File: src/shared/tws_map.vh
// Constants of the two-wire slave and its control register bank.
// Included by the core files by bare name; holds definitions only.
`ifndef TWS_MAP_VH
`define TWS_MAP_VH

// ==================================================
// Bus addressing
`define TWS_DEV_ADDR 7'h44
`define TWS_DIR_READ 1'b1
`define TWS_BITS_PER_BYTE 4'h8

// ==================================================
// Register offsets
`define TWS_REG_CTRL 8'h00
`define TWS_REG_SLICE 8'h01
`define TWS_REG_PREEMPH 8'h02
`define TWS_REG_SWING 8'h03
`define TWS_REG_BW_A 8'h04
`define TWS_REG_BW_B 8'h05
`define TWS_REG_LAST_RW 8'h0b
`define TWS_REG_SEL_RATE 8'h0e
`define TWS_REG_SEL_LOS 8'h0f

// ==================================================
// Field positions
`define TWS_BIT_OUTPUT_OFF 3
`define TWS_BIT_LOS_HIGH 2
`define TWS_BIT_OC_OFF 1
`define TWS_BIT_PORT_OFF 0
`define TWS_BIT_BW_OVERRIDE 7
`define TWS_BW_CODE_MSB 3
`define TWS_PREEMPH_MSB 3
`define TWS_SWING_MSB 1

// ==================================================
// Reset values and decode constants
`define TWS_RST_CTRL 4'h0
`define TWS_RST_SLICE 8'h80
`define TWS_RST_PREEMPH 4'h0
`define TWS_RST_SWING 2'h0
`define TWS_RST_BW 5'h00
`define TWS_SLICE_ZERO 8'h80
`define TWS_PREEMPH_MAX_DB 4'h8
`define TWS_SLOT_A 2'h0
`define TWS_SLOT_B 2'h1

`endif
File: src/core/tws_pin_sync.v
// Two-flop synchroniser for pins that arrive from outside clk_sys.
// Assumes the pins are plain levels; only the second stage is read.
`timescale 1ns/1ps

module tws_pin_sync #(
   parameter WIDTH = 4
) (
   input wire clk_sys,
   input wire sys_rst,
   input wire [WIDTH-1:0] pinAsync,
   input wire [WIDTH-1:0] pinIdle,
   output wire [WIDTH-1:0] pinSync
);

   // ==================================================
   // Synchroniser stages
   reg [WIDTH-1:0] meta_reg;
   reg [WIDTH-1:0] sync_reg;

   // Reset loads each pin's idle level, so no false edge follows reset
   always @(posedge clk_sys) begin
      if (sys_rst) begin
         meta_reg <= pinIdle;
         sync_reg <= pinIdle;
      end else begin
         meta_reg <= pinAsync;
         sync_reg <= meta_reg;
      end
   end

   assign pinSync = sync_reg;

endmodule // tws_pin_sync

File: src/core/tws_reg_bank.v
// Control register bank written and read by the two-wire slave.
// Assumes one-cycle write strobes and status inputs on clk_sys.
`timescale 1ns/1ps
`include "tws_map.vh"

module tws_reg_bank (
   input wire clk_sys,
   input wire sys_rst,
   input wire wrEn,
   input wire [7:0] regAddr,
   input wire [7:0] wrData,
   input wire [3:0] selRateStatus,
   input wire [6:0] selLosStatus,
   output reg [7:0] rdData,
   output wire [3:0] ctrlBits,
   output wire [7:0] sliceCode,
   output wire [3:0] preemphCode,
   output wire [1:0] swingCode,
   output wire [4:0] bwA,
   output wire [4:0] bwB
);

   // ==================================================
   // Storage, only the implemented bits exist
   reg [3:0] ctrl_reg;
   reg [7:0] slice_reg;
   reg [3:0] preemph_reg;
   reg [1:0] swing_reg;
   reg [4:0] bwA_reg;
   reg [4:0] bwB_reg;

   // Writes beyond the implemented bits are simply dropped
   always @(posedge clk_sys) begin
      if (sys_rst) begin
         ctrl_reg <= `TWS_RST_CTRL;
         slice_reg <= `TWS_RST_SLICE;
         preemph_reg <= `TWS_RST_PREEMPH;
         swing_reg <= `TWS_RST_SWING;
         bwA_reg <= `TWS_RST_BW;
         bwB_reg <= `TWS_RST_BW;
      end else if (wrEn) begin
         case (regAddr)
            `TWS_REG_CTRL: ctrl_reg <= wrData[3:0];
            `TWS_REG_SLICE: slice_reg <= wrData;
            `TWS_REG_PREEMPH: preemph_reg <= wrData[3:0];
            `TWS_REG_SWING: swing_reg <= wrData[1:0];
            `TWS_REG_BW_A: bwA_reg <= {wrData[7], wrData[3:0]};
            `TWS_REG_BW_B: bwB_reg <= {wrData[7], wrData[3:0]};
            default: ctrl_reg <= ctrl_reg;
         endcase
      end
   end

   // Read mux; unused bits and slots kept elsewhere read as zero
   always @* begin
      case (regAddr)
         `TWS_REG_CTRL: rdData = {4'h0, ctrl_reg};
         `TWS_REG_SLICE: rdData = slice_reg;
         `TWS_REG_PREEMPH: rdData = {4'h0, preemph_reg};
         `TWS_REG_SWING: rdData = {6'h00, swing_reg};
         `TWS_REG_BW_A: rdData = {bwA_reg[4], 3'h0, bwA_reg[3:0]};
         `TWS_REG_BW_B: rdData = {bwB_reg[4], 3'h0, bwB_reg[3:0]};
         `TWS_REG_SEL_RATE: rdData = {4'h0, selRateStatus};
         `TWS_REG_SEL_LOS: rdData = {1'b0, selLosStatus};
         default: rdData = 8'h00;
      endcase
   end

   assign ctrlBits = ctrl_reg;
   assign sliceCode = slice_reg;
   assign preemphCode = preemph_reg;
   assign swingCode = swing_reg;
   assign bwA = bwA_reg;
   assign bwB = bwB_reg;

endmodule // tws_reg_bank

File: src/core/tws_slave_top.v
// Two-wire serial slave with the amplifier control register bank.
// Assumes SCK and SDA are open-drain pins sampled by clk_sys, with a
// master clock far below clk_sys so every bus edge is seen.
//
// Behaviour
// - Target only; master drives clock and conditions.
// - Answer only address 1000100 plus direction bit.
// - Order: start, address, register, data, stop.
// - Both lines high means the bus is idle.
// - Data falling while clock high is start.
// - Data rising while clock high is stop.
// - Repeated start begins a new transfer.
// - One data byte per transfer, acknowledged.
// - Acknowledge holds data low through clock high.
// - Wrong address leaves data released: not-acknowledge.
// - Further bytes get not-acknowledge; master stops.
// - Registers 0x00 to 0x0B are read-write; only 0x00 to 0x05 are stored here, 0x06 to 0x0B read zero.
// - Registers 0x0E and 0x0F are read-only.
// - Register 0x00 holds four single-bit controls.
// - Register 0x01 holds the slice level code.
// - Register 0x02 holds the preemphasis code.
// - Register 0x03 holds the output swing code.
// - Register 0x04 holds slot A override and code.
// - Register 0x05 holds slot B override and code.
// - Control bits active high, port enabled at reset.
// - Override picks slot code, else default bandwidth.
// - Slice code 128 is zero shift, signed around.
// - Preemphasis code maps to 0 to 8 dB.
`timescale 1ns/1ps
`include "tws_map.vh"

module tws_slave_top (
   input wire clk_sys,
   input wire sys_rst,
   input wire sclPin,
   input wire sdaPin,
   output wire sdaOut,
   output wire sdaOe,
   input wire speedPinHigh,
   input wire speedPinLow,
   input wire [3:0] selRateStatus,
   input wire [6:0] selLosStatus,
   output reg outputOff,
   output reg losHighRange,
   output reg offsetCancelOff,
   output reg serialPortOff,
   output reg [7:0] sliceLevelCode,
   output reg sliceShiftNeg,
   output reg [6:0] sliceShiftMag,
   output reg [3:0] preemphasisCode,
   output reg [3:0] preemphasisDb,
   output reg [1:0] outputSwingCode,
   output reg bandwidthAOverride,
   output reg [3:0] bandwidthACode,
   output reg bandwidthBOverride,
   output reg [3:0] bandwidthBCode,
   output reg [1:0] bwSlot,
   output reg bwUseCode,
   output reg [3:0] bwCode,
   output reg busBusy
);

   // ==================================================
   // Transfer states, one-hot
   localparam [9:0] ST_IDLE = 10'h001;
   localparam [9:0] ST_DEV = 10'h002;
   localparam [9:0] ST_DEV_ACK = 10'h004;
   localparam [9:0] ST_PTR = 10'h008;
   localparam [9:0] ST_PTR_ACK = 10'h010;
   localparam [9:0] ST_WR = 10'h020;
   localparam [9:0] ST_WR_ACK = 10'h040;
   localparam [9:0] ST_RD = 10'h080;
   localparam [9:0] ST_RD_ACK = 10'h100;
   localparam [9:0] ST_SKIP = 10'h200;

   // ==================================================
   // Helper functions
   // True once a whole byte has been clocked
   function byteFull;
      input [3:0] cnt;
      begin
         byteFull = (cnt == `TWS_BITS_PER_BYTE);
      end
   endfunction

   // Magnitude of the threshold shift away from the zero code
   function [6:0] sliceMagnitude;
      input [7:0] code;
      reg [7:0] diff;
      begin
         diff = 8'h00;
         if (code < `TWS_SLICE_ZERO) begin
            diff = `TWS_SLICE_ZERO - code;
         end else begin
            diff = code - `TWS_SLICE_ZERO;
         end
         sliceMagnitude = diff[6:0];
      end
   endfunction

   // Preemphasis in whole dB, codes past the top step clamp
   function [3:0] preemphSteps;
      input [3:0] code;
      begin
         if (code > `TWS_PREEMPH_MAX_DB) begin
            preemphSteps = `TWS_PREEMPH_MAX_DB;
         end else begin
            preemphSteps = code;
         end
      end
   endfunction

   // ==================================================
   // Pin synchronisers and bus condition detect
   wire [3:0] pinSync;
   wire sclSync;
   wire sdaSync;
   wire speedHighSync;
   wire speedLowSync;
   reg sclPrev_reg;
   reg sdaPrev_reg;

   tws_pin_sync #(
      .WIDTH(4)
   ) uPinSync (
      .clk_sys(clk_sys),
      .sys_rst(sys_rst),
      .pinAsync({speedPinHigh, speedPinLow, sdaPin, sclPin}),
      .pinIdle(4'hf),
      .pinSync(pinSync)
   );

   assign sclSync = pinSync[0];
   assign sdaSync = pinSync[1];
   assign speedLowSync = pinSync[2];
   assign speedHighSync = pinSync[3];

   // Previous samples taken from the second stage only
   always @(posedge clk_sys) begin
      if (sys_rst) begin
         sclPrev_reg <= 1'b1;
         sdaPrev_reg <= 1'b1;
      end else begin
         sclPrev_reg <= sclSync;
         sdaPrev_reg <= sdaSync;
      end
   end

   wire sclRise = sclSync & ~sclPrev_reg;
   wire sclFall = ~sclSync & sclPrev_reg;
   wire sclHeld = sclSync & sclPrev_reg;
   wire startCond = sclHeld & sdaPrev_reg & ~sdaSync;
   wire stopCond = sclHeld & ~sdaPrev_reg & sdaSync;

   // ==================================================
   // Register bank
   wire [7:0] rdData;
   wire [3:0] ctrlBits;
   wire [7:0] sliceCode;
   wire [3:0] preemphCode;
   wire [1:0] swingCode;
   wire [4:0] bwA;
   wire [4:0] bwB;
   reg wrEn_reg;
   reg [7:0] wrData_reg;
   reg [7:0] ptr_reg;

   tws_reg_bank uRegBank (
      .clk_sys(clk_sys),
      .sys_rst(sys_rst),
      .wrEn(wrEn_reg),
      .regAddr(ptr_reg),
      .wrData(wrData_reg),
      .selRateStatus(selRateStatus),
      .selLosStatus(selLosStatus),
      .rdData(rdData),
      .ctrlBits(ctrlBits),
      .sliceCode(sliceCode),
      .preemphCode(preemphCode),
      .swingCode(swingCode),
      .bwA(bwA),
      .bwB(bwB)
   );

   // ==================================================
   // Serial transfer engine
   reg [9:0] state_reg;
   reg [3:0] bitCnt_reg;
   reg [7:0] shift_reg;
   reg rw_reg;
   reg sdaOe_reg;

   // The device only ever pulls low; the pull-up makes the high level
   assign sdaOut = 1'b0;
   assign sdaOe = sdaOe_reg;

   // Data changes only after a seen clock fall, which keeps it stable
   // over the whole high phase of the following pulse
   always @(posedge clk_sys) begin
      if (sys_rst) begin
         state_reg <= ST_IDLE;
         bitCnt_reg <= 4'h0;
         shift_reg <= 8'h00;
         rw_reg <= 1'b0;
         sdaOe_reg <= 1'b0;
         wrEn_reg <= 1'b0;
         wrData_reg <= 8'h00;
         ptr_reg <= 8'h00;
      end else begin
         wrEn_reg <= 1'b0;
         if (stopCond) begin
            state_reg <= ST_IDLE;
            sdaOe_reg <= 1'b0;
         end else if (startCond) begin
            state_reg <= ST_DEV;
            bitCnt_reg <= 4'h0;
            sdaOe_reg <= 1'b0;
         end else begin
            case (state_reg)
               ST_IDLE: begin
                  sdaOe_reg <= 1'b0;
               end
               ST_DEV, ST_PTR, ST_WR: begin
                  // Receive a byte, MSB first, on rising clock
                  if (sclRise) begin
                     shift_reg <= {shift_reg[6:0], sdaSync};
                     bitCnt_reg <= bitCnt_reg + 4'h1;
                  end else if (sclFall && byteFull(bitCnt_reg)) begin
                     bitCnt_reg <= 4'h0;
                     if (state_reg == ST_DEV) begin
                        if (shift_reg[7:1] == `TWS_DEV_ADDR && !serialPortOff) begin
                           rw_reg <= shift_reg[0];
                           sdaOe_reg <= 1'b1;
                           state_reg <= ST_DEV_ACK;
                        end else begin
                           state_reg <= ST_SKIP;
                        end
                     end else if (state_reg == ST_PTR) begin
                        ptr_reg <= shift_reg;
                        sdaOe_reg <= 1'b1;
                        state_reg <= ST_PTR_ACK;
                     end else begin
                        wrData_reg <= shift_reg;
                        wrEn_reg <= 1'b1;
                        sdaOe_reg <= 1'b1;
                        state_reg <= ST_WR_ACK;
                     end
                  end
               end
               ST_DEV_ACK: begin
                  // After the acknowledge pulse, release for a write or drive the first data bit for a read
                  if (sclFall) begin
                     if (rw_reg == `TWS_DIR_READ) begin
                        shift_reg <= rdData;
                        sdaOe_reg <= ~rdData[7];
                        state_reg <= ST_RD;
                     end else begin
                        sdaOe_reg <= 1'b0;
                        state_reg <= ST_PTR;
                     end
                  end
               end
               ST_PTR_ACK: begin
                  if (sclFall) begin
                     sdaOe_reg <= 1'b0;
                     state_reg <= ST_WR;
                  end
               end
               ST_WR_ACK: begin
                  // Only one data byte fits; later bytes see no pull-down
                  if (sclFall) begin
                     sdaOe_reg <= 1'b0;
                     state_reg <= ST_SKIP;
                  end
               end
               ST_RD: begin
                  // Shift out on falling clock, master samples on rising
                  if (sclRise) begin
                     bitCnt_reg <= bitCnt_reg + 4'h1;
                  end else if (sclFall) begin
                     if (byteFull(bitCnt_reg)) begin
                        bitCnt_reg <= 4'h0;
                        sdaOe_reg <= 1'b0;
                        state_reg <= ST_RD_ACK;
                     end else begin
                        shift_reg <= {shift_reg[6:0], 1'b0};
                        sdaOe_reg <= ~shift_reg[6];
                     end
                  end
               end
               ST_RD_ACK: begin
                  // Master answers the single byte, then must stop
                  if (sclFall) begin
                     state_reg <= ST_SKIP;
                  end
               end
               ST_SKIP: begin
                  sdaOe_reg <= 1'b0;
               end
               default: begin
                  state_reg <= ST_IDLE;
                  sdaOe_reg <= 1'b0;
               end
            endcase
         end
      end
   end

   // ==================================================
   // Control outputs, decoded and registered
   // Bandwidth slots C and D live outside this block, so those pin
   // settings report the default path here
   always @(posedge clk_sys) begin
      if (sys_rst) begin
         outputOff <= 1'b0;
         losHighRange <= 1'b0;
         offsetCancelOff <= 1'b0;
         serialPortOff <= 1'b0;
         sliceLevelCode <= `TWS_RST_SLICE;
         sliceShiftNeg <= 1'b0;
         sliceShiftMag <= 7'h00;
         preemphasisCode <= `TWS_RST_PREEMPH;
         preemphasisDb <= 4'h0;
         outputSwingCode <= `TWS_RST_SWING;
         bandwidthAOverride <= 1'b0;
         bandwidthACode <= 4'h0;
         bandwidthBOverride <= 1'b0;
         bandwidthBCode <= 4'h0;
         bwSlot <= 2'h0;
         bwUseCode <= 1'b0;
         bwCode <= 4'h0;
         busBusy <= 1'b0;
      end else begin
         outputOff <= ctrlBits[`TWS_BIT_OUTPUT_OFF];
         losHighRange <= ctrlBits[`TWS_BIT_LOS_HIGH];
         offsetCancelOff <= ctrlBits[`TWS_BIT_OC_OFF];
         serialPortOff <= ctrlBits[`TWS_BIT_PORT_OFF];
         sliceLevelCode <= sliceCode;
         sliceShiftNeg <= (sliceCode > `TWS_SLICE_ZERO);
         sliceShiftMag <= sliceMagnitude(sliceCode);
         preemphasisCode <= preemphCode;
         preemphasisDb <= preemphSteps(preemphCode);
         outputSwingCode <= swingCode;
         bandwidthAOverride <= bwA[4];
         bandwidthACode <= bwA[3:0];
         bandwidthBOverride <= bwB[4];
         bandwidthBCode <= bwB[3:0];
         bwSlot <= {speedHighSync, speedLowSync};
         case ({speedHighSync, speedLowSync})
            `TWS_SLOT_A: begin
               bwUseCode <= bwA[4];
               bwCode <= bwA[3:0];
            end
            `TWS_SLOT_B: begin
               bwUseCode <= bwB[4];
               bwCode <= bwB[3:0];
            end
            default: begin
               bwUseCode <= 1'b0;
               bwCode <= 4'h0;
            end
         endcase
         busBusy <= (state_reg != ST_IDLE);
      end
   end

endmodule // tws_slave_top

File: config.mk
export PLATFORM = sky130hd
export DESIGN_NAME = tws_slave_top
export DESIGN_NICKNAME = d
export VERILOG_FILES = /design/src/core/tws_pin_sync.v /design/src/core/tws_reg_bank.v /design/src/core/tws_slave_top.v
export VERILOG_INCLUDE_DIRS = /design/src /design/src/shared
export SDC_FILE = /design/constraint.sdc
export NUM_CORES = 1
export LEC_CHECK = 0
export BUFFER_PORTS_ARGS = -buffer_cell sky130_fd_sc_hd__buf_2
export CAP_MARGIN = 25
export CORE_ASPECT_RATIO = 1.75
export CORE_MARGIN = 5
export CORE_UTILIZATION = 52
export CTS_CLUSTER_SIZE = 25
export DETAILED_ROUTE_END_ITERATION = 7
export GPL_TIMING_DRIVEN = 0
export PLACE_DENSITY = 0.79
export SLEW_MARGIN = 20
export SYNTH_ARGS = -nofsm -noshare
export SYNTH_HDL_FRONTEND = slang
export SYNTH_HIERARCHICAL = 1
export SYNTH_SLANG_ARGS = --single-unit
File: constraint.sdc
create_clock -name clk_sys -period 2.79 [get_ports clk_sys]
set_input_delay 0.558 -clock clk_sys [delete_from_list [all_inputs] [get_ports clk_sys]]
set_output_delay 0.558 -clock clk_sys [all_outputs]
set_load 0.01 [all_outputs]
==> out/qor.csv <==
stage,metric,value,unit
placed_design,gp_congestion,0.964,
yosys,synth_cell_types,65,
finish,area_growth,19.4,%
timing,finalWorstSetupSlack,63.8,ps
placed_design,hpwlAfterDp,11.5,mm
finish,largest_reg_flops,10,
yosys,synthTopCellsByArea,"dfxtp_1, mux2i_1, nor2_1",
critical_path,r2r-start,state_reg[1],
min_path,hp-start,sclPin,
route,num_vias,4816,
timing,setup_viol,0,
route,top_layer,met4,
clock_network,clk_latency,410,ps
status,status,completed,
clock_network,cts_buffers,17,
clock_network,cts.reportedPaths.clkPinSlew,50,ps
finish,final_common_cell,dfxtp_1,
timing,fin_crit,2730,ps
grt,first_global_vias,4965,
timing,worst_slew_pin_slew,933,ps
grt,grt_max_degree,17,
yosys,yosysTopAreaCell,dfxtp_1,
critical_path,crit_path_end_kind,register,
clock_network,ctsHoldBuffers,0,
critical_path,reg2reg_slack,60,ps
yosys,seq_area_frac_synth,45.7,%
yosys,synth-warning-count,6,
yosys,synth-async-reset-ratio,0,%
floorplan,rows,49,
clock_network,clock_path_buffers,2,
placed_design,dpl_worst_slack,-423,ps
floorplan,core,0.0104,mm2
grt,overflow,0,
floorplan,start_util,53.3,%
floorplan,die_x,87.9,um
critical_path,crit_start,state_reg[1],
placed_design,dp_cells,778,
clock_network,h-tree-depth,4,
finish,drive_above_1_share,19.5,%
floorplan,dieArea,0.0129,mm2
job,maxCapViolations,0,
pwr,power_leakage,2.74,nW
route,route.met2.wl,8.57,mm
route,route.met3.wl,731,um
timing,fin_crit_sh,97.7,%
route,ant_nets,0,
pwr,ir_drop,0.464,mV
timing,slew_headroom,37.3,%
clock_network,cts_sinks,126,
route,wl_met1,5.35,mm
yosys,synthCells,579,
critical_path,worst_setup_path_start_kind,register,
route,remaining_drc_errors,0,
min_path,worstHoldPathType,primary input to register,
finish,layout_common_cells,"dfxtp_1, nor2_1, buf_2, mux2i_1, nor2b_1",
timing,slew_violations,0,
grt,antenna_found_initial,0,
finish,nNetsFinal,691,
route,drtIter0Drc,303,
timing,final_hold_viol_count,0,
critical_path,worstPathArrival,3070,ps
finish,nFillCells,875,
placed_design,io_buffers,65,
yosys,yosysTopAreaCellShare,45.7,%
yosys,ys.flop_type,dfxtp_1,
finish,instances_no_fill,804,
yosys,synth_edf_count,0,
route,totalWireLength,15.6,mm
critical_path,crit_type,register to register,
timing,finalClockSkew,2.58,ps
min_path,whs_endpoint,uPinSync/meta_reg[0],
yosys,syn_area_per_cell,9.53,um2
floorplan,fp.dieH,146,um
timing,tns,0,ps
finish,diodes,0,
grt,grt_pass1_wl,25.0,mm
critical_path,worstPathRequired,3130,ps
route,first_pass_iters,5,
clock_network,cts_tree,yes,
critical_path,reg2reg_to,sdaOe,
clock_network,clock-root-buffer,clkbuf_16,
clock_network,post_cts_buffers,0,
timing,fmax,367,MHz
route,viasPerCell,5.99,
yosys,netlist_area,0.00552,mm2
route,routedWlPerCell,19.4,um
pwr,powerDensity,600,mW/mm2
critical_path,cp_max_fo,8,
critical_path,r2r_cells,6,
floorplan,io-pin-count,67,
finish,final_util,63.6,%
min_path,min_path_cells,2,
grt,grt_use_total,25.2,%
yosys,ys_ff_latch,126,
## repair_timing
| action | in CTS | in global routing |
|---|---|---|
| pin swaps | 0 | 1 |
| setup endpoints to repair | 16 | 18 |
| resized for setup | 2 | 9 |
## synthesized netlist by cell type (3+ instances only)
library cell	number
nand2b_1	6
o21ai_0	16
clkbuf_1	27
nor3_1	6
inv_1	11
or4_4	3
nand4_1	6
a22o_1	4
nor3b_1	3
nor2_1	70
nand3b_1	6
a31oi_1	5
a22oi_1	4
dfxtp_1	126
a21oi_1	26
a21o_1	4
xor2_1	5
and3_1	7
or3_1	4
a211oi_1	16
xnor2_1	3
or2_2	3
nor4_1	4
buf_1	4
or4_1	3
o22ai_1	5
nand3_1	21
ha_1	6
mux2_4	8
mux2i_1	57
nand2_1	27
nor2b_1	32
nand4b_1	4
## logic make-up (layout without fill, tap and decap cells)
kind of cell             after synthesis  in the layout  synth area share, %
AO/OA/AOI/OAI                        100            100                 12.0
other                                  2              9                0.136
AND/OR/NAND/NOR                      222            222                 22.4
XOR/XNOR                               8              8                 1.27
adder cells (fa/ha/maj)                6              6                 1.36
buffers and inverters                 47            138                 3.63
flip-flops                           126            126                 45.7
multiplexers                          68             68                 13.5
## routing by layer
layer | global-route usage, % | up-vias
met5 | 0 | -
met4 | 17.1 | 0
met3 | 4.74 | 72
met2 | 46.3 | 221
li1 | - | 2229
met1 | 24.4 | 2294
## critical path: stages (launching register included)
cell and delay (ps):
dfxtp_1 400, or4_4 580, or4_4 530, or3b_1 370, o211a_1 140, or4_1 520
a21oi_1 120
## where the power goes
| part | switching [mW] | internal (mW) |
|---|---|---|
| logic | 0.103 | 0.0613 |
| clock network | 0.753 | 1.20 |
| registers | 0.0137 | 1.82 |
| total | 0.870 | 3.08 |
## through the flow
stage / hold WS, ps / power, mW / area, um2
final: 371 / 3.95 / 6590
after global routing: 370 / 4.05 / 6590
after CTS: 359 / 3.96 / 6560
after detailed placement: 445 / 2.03 / 6030
after global placement: 441 / 2.03 / 6030
after floorplan: 431 / 1.97 / 5540
## worst max path at each step
stage | end | cells past startpoint | slack, ps
finish | sdaOe | 6 | 60
CTS | sdaOe | 7 | 6
global placement | shift_reg[6] | 7 | -390
global route | sdaOe | 6 | -3
floorplan | sdaOe | 7 | 180
detailed placement | shift_reg[4] | 7 | -420
## layout make-up
type / count / area [um2] / area share (%)
buffer: 33 / 150 / 2.28
inverter: 11 / 41.3 / 0.627
multi-input combinational: 413 / 2860 / 43.4
clock inverter: 7 / 41.3 / 0.627
timing repair buffer: 66 / 333 / 5.05
tap: 127 / 159 / 2.41
sequential: 126 / 2520 / 38.3
clock buffer: 21 / 480 / 7.29
No activity file was read; power rests on OpenSTA's default activity.
